<file path="config.mk">
export PLATFORM = sky130hd
export DESIGN_NAME = pcss_top
export DESIGN_NICKNAME = d
export VERILOG_FILES = /design/src/hw/pcss_pkg.sv /design/src/hw/pcss_top.sv
export SDC_FILE = /design/constraint.sdc
export NUM_CORES = 1
export LEC_CHECK = 0
export BUFFER_PORTS_ARGS = -buffer_cell sky130_fd_sc_hd__buf_4
export CORE_MARGIN = 2
export CORE_UTILIZATION = 40
export CTS_CLUSTER_SIZE = 20
export DETAILED_ROUTE_END_ITERATION = 8
export PLACE_DENSITY = 0.75
export SETUP_SLACK_MARGIN = 0.15
export SLEW_MARGIN = 25
export SYNTH_ARGS = -nofsm -noshare
export SYNTH_HDL_FRONTEND = slang
export SYNTH_SLANG_ARGS = --single-unit
</file>
<file path="constraint.sdc">
create_clock -name mclk -period 5.6 [get_ports mclk]
set_clock_uncertainty 0.05 [all_clocks]
set_input_delay 1.68 -clock mclk [delete_from_list [all_inputs] [get_ports mclk]]
set_output_delay 1.68 -clock mclk [all_outputs]
set_load 0.005 [all_outputs]
</file>
<file path="src/hw/pcss_pkg.sv">
// Constants and carrier types for the two-socket card signalling block
// Notes on behaviour
// - Each socket moves card data over its own two-way 16-bit data bus.
// - Each socket gets a 26-bit card address: 64 MByte memory space, 64 KByte I/O space.
// - The I/O read strobe goes low only while the attribute select is also low.
// - The I/O write strobe goes low only while the attribute select is also low.
// - The socket A select pin is an input during reset, sampled once as reset ends.
// - A low strap keeps socket A a card socket; a high strap hands its pins to IDE.
// - The captured strap is held in a configuration register readable by software; here it is a flop driven out on ide_pinout_strap, with no software read path.
// - With a low strap, socket A's select pin turns into the attribute select output.
// - The attribute select stays high through every common memory access.
// - With attribute select low, memory strobes reach attribute memory, I/O strobes reach I/O ports.
// - The output enable strobe goes low to read memory data from the card.
// - Two low-active chip enables: the first for even bytes, the second for odd bytes.
// - The write enable strobe gates memory write data into the card.
package pcss_pkg;

  // ----------------------------------------
  // Timing
  // ----------------------------------------
  localparam int CLK_PERIOD_NS = 10;
  localparam int SETUP_NS = 30;
  localparam int STROBE_NS = 100;
  localparam int HOLD_NS = 20;
  localparam logic [3:0] SETUP_CYC = 4'((SETUP_NS + CLK_PERIOD_NS - 1) / CLK_PERIOD_NS);
  localparam logic [3:0] STROBE_CYC = 4'((STROBE_NS + CLK_PERIOD_NS - 1) / CLK_PERIOD_NS);
  localparam logic [3:0] HOLD_CYC = 4'((HOLD_NS + CLK_PERIOD_NS - 1) / CLK_PERIOD_NS);

  // ----------------------------------------
  // Widths and reset values
  // ----------------------------------------
  localparam int DATA_W = 16;
  localparam int ADDR_W = 26;
  localparam int IO_ADDR_W = 16;
  localparam int NUM_SOCK = 2;
  localparam logic [1:0] CE_IDLE = 2'h3;
  localparam logic [9:0] IO_ADDR_HI_ZERO = 10'h000;

  // ----------------------------------------
  // Access kinds and sequencer states
  // ----------------------------------------
  typedef enum logic [2:0] {
    KIND_MEM_RD = 3'b000,
    KIND_MEM_WR = 3'b001,
    KIND_ATTR_RD = 3'b010,
    KIND_ATTR_WR = 3'b011,
    KIND_IO_RD = 3'b100,
    KIND_IO_WR = 3'b101
  } pcss_kind_e;

  typedef enum logic [1:0] {
    ST_IDLE = 2'b00,
    ST_SETUP = 2'b01,
    ST_STROBE = 2'b10,
    ST_HOLD = 2'b11
  } pcss_state_e;

  // ----------------------------------------
  // Carriers
  // ----------------------------------------
  typedef struct packed {
    logic valid;
    logic [2:0] kind;
    logic [ADDR_W-1:0] addr;
    logic [DATA_W-1:0] wdata;
    logic [1:0] byte_en;
  } pcss_req_s;

  typedef struct packed {
    logic done;
    logic err;
    logic [DATA_W-1:0] rdata;
  } pcss_ans_s;

endpackage : pcss_pkg

</file>
<file path="src/hw/pcss_top.sv">
// Two-socket card access sequencer with socket A IDE strap capture
`timescale 1ns/100ps
module pcss_top
  import pcss_pkg::*;
(
  input wire logic mclk,
  input wire logic rst_b,
  input wire pcss_req_s sock_a_req,
  input wire pcss_req_s sock_b_req,
  output logic sock_a_req_ready,
  output logic sock_b_req_ready,
  output pcss_ans_s sock_a_ans,
  output pcss_ans_s sock_b_ans,
  input wire logic [DATA_W-1:0] sock_a_card_data,
  output logic [DATA_W-1:0] sock_a_card_data_drv,
  output logic sock_a_card_data_oe,
  input wire logic [DATA_W-1:0] sock_b_card_data,
  output logic [DATA_W-1:0] sock_b_card_data_drv,
  output logic sock_b_card_data_oe,
  output logic [ADDR_W-1:0] sock_a_card_addr,
  output logic [ADDR_W-1:0] sock_b_card_addr,
  output logic [1:0] sock_a_chip_en_n,
  output logic [1:0] sock_b_chip_en_n,
  output logic sock_a_out_en_n,
  output logic sock_b_out_en_n,
  output logic sock_a_write_en_n,
  output logic sock_b_write_en_n,
  output logic sock_a_io_read_n,
  output logic sock_b_io_read_n,
  output logic sock_a_io_write_n,
  output logic sock_b_io_write_n,
  input wire logic sock_a_attr_sel_ide_strap,
  output logic sock_a_attr_sel_ide_strap_drv,
  output logic sock_a_attr_sel_ide_strap_oe,
  output logic sock_b_attr_sel_n,
  output logic ide_pinout_strap
);
  localparam int OE_DLY = int'(SETUP_CYC) + 1;

  // ----------------------------------------
  // Strap capture
  // ----------------------------------------
  logic strap_done_reg, strap_reg, a_sel_oe_reg;
  // Pin is only sampled on the first edge after release, never by the reset itself
  // strap sampled once
  always_ff @(posedge mclk or negedge rst_b)
  begin
    if (!rst_b)
    begin
      strap_done_reg <= 1'b0;
      strap_reg <= 1'b0;
    end
    else if (!strap_done_reg)
    begin
      strap_done_reg <= 1'b1;
      strap_reg <= sock_a_attr_sel_ide_strap;
    end
  end
  always_ff @(posedge mclk or negedge rst_b)
  begin
    if (!rst_b)
      a_sel_oe_reg <= 1'b0;
    else
      a_sel_oe_reg <= strap_done_reg && !strap_reg;
  end
  assign ide_pinout_strap = strap_reg;
  assign sock_a_attr_sel_ide_strap_oe = a_sel_oe_reg;

  // ----------------------------------------
  // Per-socket sequencers
  // ----------------------------------------
  pcss_req_s req [NUM_SOCK];
  pcss_state_e state_reg [NUM_SOCK];
  pcss_ans_s ans_reg [NUM_SOCK];
  logic [3:0] cnt_reg [NUM_SOCK];
  logic [2:0] kind_reg [NUM_SOCK];
  logic [1:0] be_reg [NUM_SOCK], ce_n_reg [NUM_SOCK];
  logic [ADDR_W-1:0] addr_reg [NUM_SOCK];
  logic [DATA_W-1:0] din [NUM_SOCK], dout_reg [NUM_SOCK];
  logic sock_en [NUM_SOCK], ready_reg [NUM_SOCK], doe_reg [NUM_SOCK], reg_n_reg [NUM_SOCK];
  logic oe_n_reg [NUM_SOCK], we_n_reg [NUM_SOCK], iord_n_reg [NUM_SOCK], iowr_n_reg [NUM_SOCK];
  assign req[0] = sock_a_req;
  assign req[1] = sock_b_req;
  assign din[0] = sock_a_card_data;
  assign din[1] = sock_b_card_data;
  // IDE strap takes socket A away
  assign sock_en[0] = strap_done_reg && !strap_reg;
  assign sock_en[1] = strap_done_reg;
  genvar s;
  generate
    for (s = 0; s < NUM_SOCK; s++)
    begin : g_sock
      logic take, legal, is_rd, is_io, is_attr, last;
      assign take = req[s].valid && ready_reg[s] && state_reg[s] == ST_IDLE;
      assign legal = req[s].kind <= 3'(KIND_IO_WR);
      assign is_rd = !req[s].kind[0];
      assign is_io = req[s].kind[2];
      assign is_attr = req[s].kind[1];
      assign last = cnt_reg[s] == 4'h0;

      // Sequencer: setup, strobe, hold; bad or disabled requests bounce at once
      always_ff @(posedge mclk or negedge rst_b)
      begin
        if (!rst_b)
        begin
          state_reg[s] <= ST_IDLE;
          cnt_reg[s] <= 4'h0;
          kind_reg[s] <= 3'h0;
          be_reg[s] <= 2'h0;
        end
        else
        begin
          unique case (state_reg[s])
            ST_IDLE:
              if (take && legal && sock_en[s])
              begin
                state_reg[s] <= ST_SETUP;
                cnt_reg[s] <= SETUP_CYC - 4'h1;
                kind_reg[s] <= req[s].kind;
                be_reg[s] <= req[s].byte_en;
              end
            ST_SETUP:
              if (last)
              begin
                state_reg[s] <= ST_STROBE;
                cnt_reg[s] <= STROBE_CYC - 4'h1;
              end
              else
                cnt_reg[s] <= cnt_reg[s] - 4'h1;
            ST_STROBE:
              if (last)
              begin
                state_reg[s] <= ST_HOLD;
                cnt_reg[s] <= HOLD_CYC - 4'h1;
              end
              else
                cnt_reg[s] <= cnt_reg[s] - 4'h1;
            ST_HOLD:
              if (last)
                state_reg[s] <= ST_IDLE;
              else
                cnt_reg[s] <= cnt_reg[s] - 4'h1;
          endcase
        end
      end

      // Ready drops the cycle a request is taken, returns once hold ends
      always_ff @(posedge mclk or negedge rst_b)
      begin
        if (!rst_b)
          ready_reg[s] <= 1'b0;
        else
          ready_reg[s] <= (state_reg[s] == ST_IDLE && !take) || (state_reg[s] == ST_HOLD && last);
      end
      // Answer: one-cycle done, read data caught on the last strobe cycle
      always_ff @(posedge mclk or negedge rst_b)
      begin
        if (!rst_b)
          ans_reg[s] <= '0;
        else
        begin
          ans_reg[s].done <= (take && !(legal && sock_en[s])) || (state_reg[s] == ST_HOLD && last);
          ans_reg[s].err <= take && !(legal && sock_en[s]);
          if (state_reg[s] == ST_STROBE && last && !kind_reg[s][0])
            ans_reg[s].rdata <= din[s];
        end
      end
      // Address, data, chip enables and attribute select set up before the strobe
      always_ff @(posedge mclk or negedge rst_b)
      begin
        if (!rst_b)
        begin
          addr_reg[s] <= '0;
          dout_reg[s] <= '0;
          doe_reg[s] <= 1'b0;
          ce_n_reg[s] <= CE_IDLE;
          reg_n_reg[s] <= 1'b1;
        end
        else if (take && legal && sock_en[s])
        begin
          // I/O space keeps upper address bits zero
          addr_reg[s] <= is_io ? {IO_ADDR_HI_ZERO, req[s].addr[IO_ADDR_W-1:0]} : req[s].addr;
          dout_reg[s] <= req[s].wdata;
          // bridge drives data only for writes
          doe_reg[s] <= !is_rd;
          // CE1 even lane, CE2 odd lane
          ce_n_reg[s] <= ~req[s].byte_en;
          // select low for attribute and I/O
          reg_n_reg[s] <= !(is_io || is_attr);
        end
        else if (state_reg[s] == ST_HOLD && last)
        begin
          doe_reg[s] <= 1'b0;
          ce_n_reg[s] <= CE_IDLE;
          reg_n_reg[s] <= 1'b1;
        end
      end
      // Strobes: only one of the four ever low, and only in the strobe phase
      // memory and I/O strobes exclusive
      always_ff @(posedge mclk or negedge rst_b)
      begin
        if (!rst_b)
        begin
          oe_n_reg[s] <= 1'b1;
          we_n_reg[s] <= 1'b1;
          iord_n_reg[s] <= 1'b1;
          iowr_n_reg[s] <= 1'b1;
        end
        else
        begin
          oe_n_reg[s] <= !(state_reg[s] == ST_SETUP && last && kind_reg[s][2:1] != 2'b10 && !kind_reg[s][0])
            && !(state_reg[s] == ST_STROBE && !last && oe_n_reg[s] == 1'b0);
          we_n_reg[s] <= !(state_reg[s] == ST_SETUP && last && kind_reg[s][2:1] != 2'b10 && kind_reg[s][0])
            && !(state_reg[s] == ST_STROBE && !last && we_n_reg[s] == 1'b0);
          // I/O read only with select low
          iord_n_reg[s] <= !(state_reg[s] == ST_SETUP && last && kind_reg[s] == KIND_IO_RD && !reg_n_reg[s])
            && !(state_reg[s] == ST_STROBE && !last && iord_n_reg[s] == 1'b0);
          // I/O write only with select low
          iowr_n_reg[s] <= !(state_reg[s] == ST_SETUP && last && kind_reg[s] == KIND_IO_WR && !reg_n_reg[s])
            && !(state_reg[s] == ST_STROBE && !last && iowr_n_reg[s] == 1'b0);
        end
      end

    end
  endgenerate

  // ----------------------------------------
  // Pin mapping, all straight from flops
  // ----------------------------------------
  assign sock_a_req_ready = ready_reg[0];
  assign sock_b_req_ready = ready_reg[1];
  assign sock_a_ans = ans_reg[0];
  assign sock_b_ans = ans_reg[1];
  assign sock_a_card_data_drv = dout_reg[0];
  assign sock_b_card_data_drv = dout_reg[1];
  assign sock_a_card_data_oe = doe_reg[0];
  assign sock_b_card_data_oe = doe_reg[1];
  assign sock_a_card_addr = addr_reg[0];
  assign sock_b_card_addr = addr_reg[1];
  assign sock_a_chip_en_n = ce_n_reg[0];
  assign sock_b_chip_en_n = ce_n_reg[1];
  assign sock_a_out_en_n = oe_n_reg[0];
  assign sock_b_out_en_n = oe_n_reg[1];
  assign sock_a_write_en_n = we_n_reg[0];
  assign sock_b_write_en_n = we_n_reg[1];
  assign sock_a_io_read_n = iord_n_reg[0];
  assign sock_b_io_read_n = iord_n_reg[1];
  assign sock_a_io_write_n = iowr_n_reg[0];
  assign sock_b_io_write_n = iowr_n_reg[1];
  assign sock_a_attr_sel_ide_strap_drv = reg_n_reg[0];
  assign sock_b_attr_sel_n = reg_n_reg[1];
endmodule : pcss_top

</file>
==> load_flow_metrics.sql <==
INSERT INTO impl_metrics (metric_group, metric, value, unit) VALUES
('clock_network', 'tritoncts_buffer_count', '17', ''),
('yosys', 'synth.top_cell.area_share', '0.538', ''),
('final_layout', 'multi_input_comb_area', '2560', 'µm²'),
('yosys', 'area_contributors_post_synth', 'sky130_fd_sc_hd__dfrtp_1 (54%), sky130_fd_sc_hd__nand2_1 (8.1%), sky130_fd_sc_hd__mux2_4 (6.7%)', ''),
('final_layout', 'layout_commonest_cell', 'sky130_fd_sc_hd__buf_4', ''),
('yosys', 'async_reset_ff_frac', '1.00', ''),
('sta', 'report.final.hold_viol_count', '0', ''),
('floorplanning', 'die_height', '134', 'µm'),
('sta', 'min_period', '3.05', 'ns'),
('routing', 'firstDrtPassIters', '4', ''),
('floorplanning', 'die_width', '134', 'µm'),
('placed_design', 'place_inst', '1043', ''),
('routing', 'route.final.wire_length', '16200', 'µm'),
('grt', 'grt_antenna_before_repair', '0', ''),
('routing', 'routed_wire_length_per_instance', '15.0', 'µm'),
('routing', 'drtIter0Drc', '254', ''),
('floorplanning', 'placement_rows', '47', ''),
('clock_network', 'htree_levels', '4', ''),
('job', 'maxCapViolCount', '0', ''),
('grt', 'first_global_vias', '5108', ''),
('floorplanning', 'boundaryPins', '271', ''),
('setup_path', 'path_delay_family', 'simple AND/OR/NAND/NOR gates', ''),
('final_layout', 'register_area', '4000', 'µm²'),
('setup_path', 'crit_top_cell', 'sky130_fd_sc_hd__buf_4', ''),
('grt', 'global_route.overflow_total', '0', ''),
('final_layout', 'drive_gt1_frac', '0.465', ''),
('setup_path', 'worst-path-max-fanout', '64', ''),
('placed_design', 'place.port_buffers', '270', ''),
('pwr', 'cell_internal_pwr', '3.42', 'mW'),
('final_layout', 'nets', '988', ''),
('placed_design', 'place_congestion', '0.799', ''),
('clock_network', 'clock_insertion_delay_worst_skew', '0.41', 'ns'),
('routing', 'ant_nets', '0', ''),
('clock_network', 'root_buffer', 'sky130_fd_sc_hd__clkbuf_16', ''),
('yosys', 'synth_ff_type', 'sky130_fd_sc_hd__dfrtp_1', ''),
('setup_path', 'critical_path.slowest_cell', 'sky130_fd_sc_hd__or3_2', ''),
('sta', 'grt_setup_unrepaired', 'false', ''),
('routing', 'dr_total_vias', '5127', ''),
('yosys', 'synth-seq-cells', '159', ''),
('outcome', 'run_status', 'complete, no violations', ''),
('sta', 'fmax', '328', 'MHz'),
('sta', 'setup_slack', '2.55', 'ns'),
('final_layout', 'stdcell_count', '1076', ''),
('sta', 'report.final.slew_viol_count', '0', ''),
('clock_network', 'cts_setup_buffers', '0', ''),
('setup_path', 'start_kind', 'primary input', ''),
('floorplanning', 'initial_core_util', '0.408', ''),
('clock_network', 'post_cts_hold_buffer_count', '0', ''),
('clock_network', 'clk_path_buf_depth', '2', ''),
('grt', 'grt_start_max_net_pins', '90', ''),
('setup_path', 'timing.critical_path.cells', 'buf_4, and2_1, or3_2, buf_4, mux2_4', ''),
('final_layout', 'filler_cell_count_in_the_final_layout', '1391', ''),
('sta', 'slew-limit-headroom', '0.369', ''),
('clock_network', 'clkSlewWorstSetupHoldPaths', '0.06', 'ns'),
('setup_path', 'crit_path_end_kind', 'register', ''),
('setup_path', 'arrival_time_of_data_at_the_critical_path_endpoint', '3.29', 'ns'),
('floorplanning', 'placeableCoreArea', '16500', 'µm²'),
('final_layout', 'most-common-layout-cells', 'sky130_fd_sc_hd__buf_4 (272), sky130_fd_sc_hd__nand2_1 (146), sky130_fd_sc_hd__dfrtp_1 (145), sky130_fd_sc_hd__mux2_2 (39), sky130_fd_sc_hd__mux2_4 (30)', ''),
('yosys', 'seq_area_frac_synth', '0.592', ''),
('pwr', 'swShare', '0.310', ''),
('pwr', 'power_density', '520', 'nW/µm²'),
('sta', 'worst_slew_pin_slew', '0.947', 'ns'),
('final_layout', 'diodes', '0', ''),
('pwr', 'irDropWorstVdd', '0.277', 'mV'),
('clock_network', 'cts_tree', 'done', ''),
('grt', 'grt_use_total', '0.181', ''),
('pwr', 'p_total', '4.96', 'mW'),
('pwr', 'static-leakage-power', '4.98', 'nW'),
('yosys', 'synth_area', '6750', 'µm²'),
('pwr', 'combPwrFrac', '0.383', ''),
('yosys', 'synth-edff-count', '0', '');
==> through the flow <==
step | hold WS (ns) | instance area, µm²
floorplan | 0.388 | 6750
detailed placement | 0.407 | 8950
CTS | 0.420 | 9520
finish | 0.417 | 9540
global placement | 0.403 | 8950
global route | 0.441 | 9540
==> worst reg2reg max path, delay by kind of cell (launching register included) <==
| kind | cells | cell delay [ns] |
|---|---|---|
| multiplexers | 1 | 0.47 |
| buffers and inverters | 2 | 0.49 |
| flip-flops | 1 | 0.40 |
| AND/OR/NAND/NOR | 2 | 0.54 |
| adder cells (fa/ha/maj) | 1 | 0.22 |
==> logic make-up (layout without fill, tap and decap cells) <==
logic type / after synthesis / count (layout) / synth area share
fa+ha+maj: 14 / 14 / 0.0260
other cells: 1 / 1 / 0.000556
simple gates: 228 / 228 / 0.157
mux: 71 / 71 / 0.135
buf+inv: 43 / 323 / 0.0297
flops: 159 / 159 / 0.592
compound gates: 60 / 60 / 0.0590
==> cells in the mapped netlist, drive strengths merged (3+ instances only) <==
cell type	n
a21oi	5
a31oi	5
and2	3
buf	12
clkbuf	14
dfrtp	145
dfstp	14
ha	14
inv	17
mux2	69
nand2	146
nand2b	16
nand3	3
nand3b	14
nor2	14
nor3	14
o21ai	25
o22a	4
o31ai	4
or3	3
==> area by class of cell <==
type | count | share of cell area
clock inverter | 12 | 0.0144
timing repair buffer | 274 | 0.217
multi-input combinational | 374 | 0.268
tap | 220 | 0.0289
inverter | 17 | 0.00669
sequential | 159 | 0.419
clock buffer | 20 | 0.0458
==> power by group through the flow <==
stage / registers [mW] / clock network (mW) / logic, mW
floorplan: 1.95 / 0 / 0.923
global placement: 1.93 / 0 / 1.87
detailed placement: 1.95 / 0 / 1.92
CTS: 1.94 / 1.16 / 1.92
global route: 2.00 / 1.21 / 2.09
finish: 1.93 / 1.13 / 1.90
==> worst paths after layout <==
path | start | to | depth (start not counted) | slack (ns)
max | sock_a_req[46] | sock_a_card_addr[5] | 5 | 2.55
min | sock_b_card_addr[17] | sock_b_card_addr[17] | 2 | 0.42
max reg2reg | state_reg[2] | sock_a_card_addr[5] | 6 | 3.32
min reg2reg | sock_b_card_addr[17] | sock_b_card_addr[17] | 2 | 0.42
max in group asynchronous | rst_b | sock_b_chip_en_n[0] | 2 | 3.20
min in group asynchronous | rst_b | sock_b_card_data_drv[3] | 1 | 1.29
==> metal layers <==
| layer | global-route usage | share of wire | up-vias |
|---|---|---|---|
| met4 | 0.0514 | 0.0089 | 0 |
| met1 | 0.226 | 0.42 | 2472 |
| met5 | 0 | 0 | - |
| met2 | 0.307 | 0.50 | 168 |
| li1 | - | - | 2475 |
| met3 | 0.0529 | 0.066 | 12 |
Note: power is estimated with default switching activity, not from simulation.
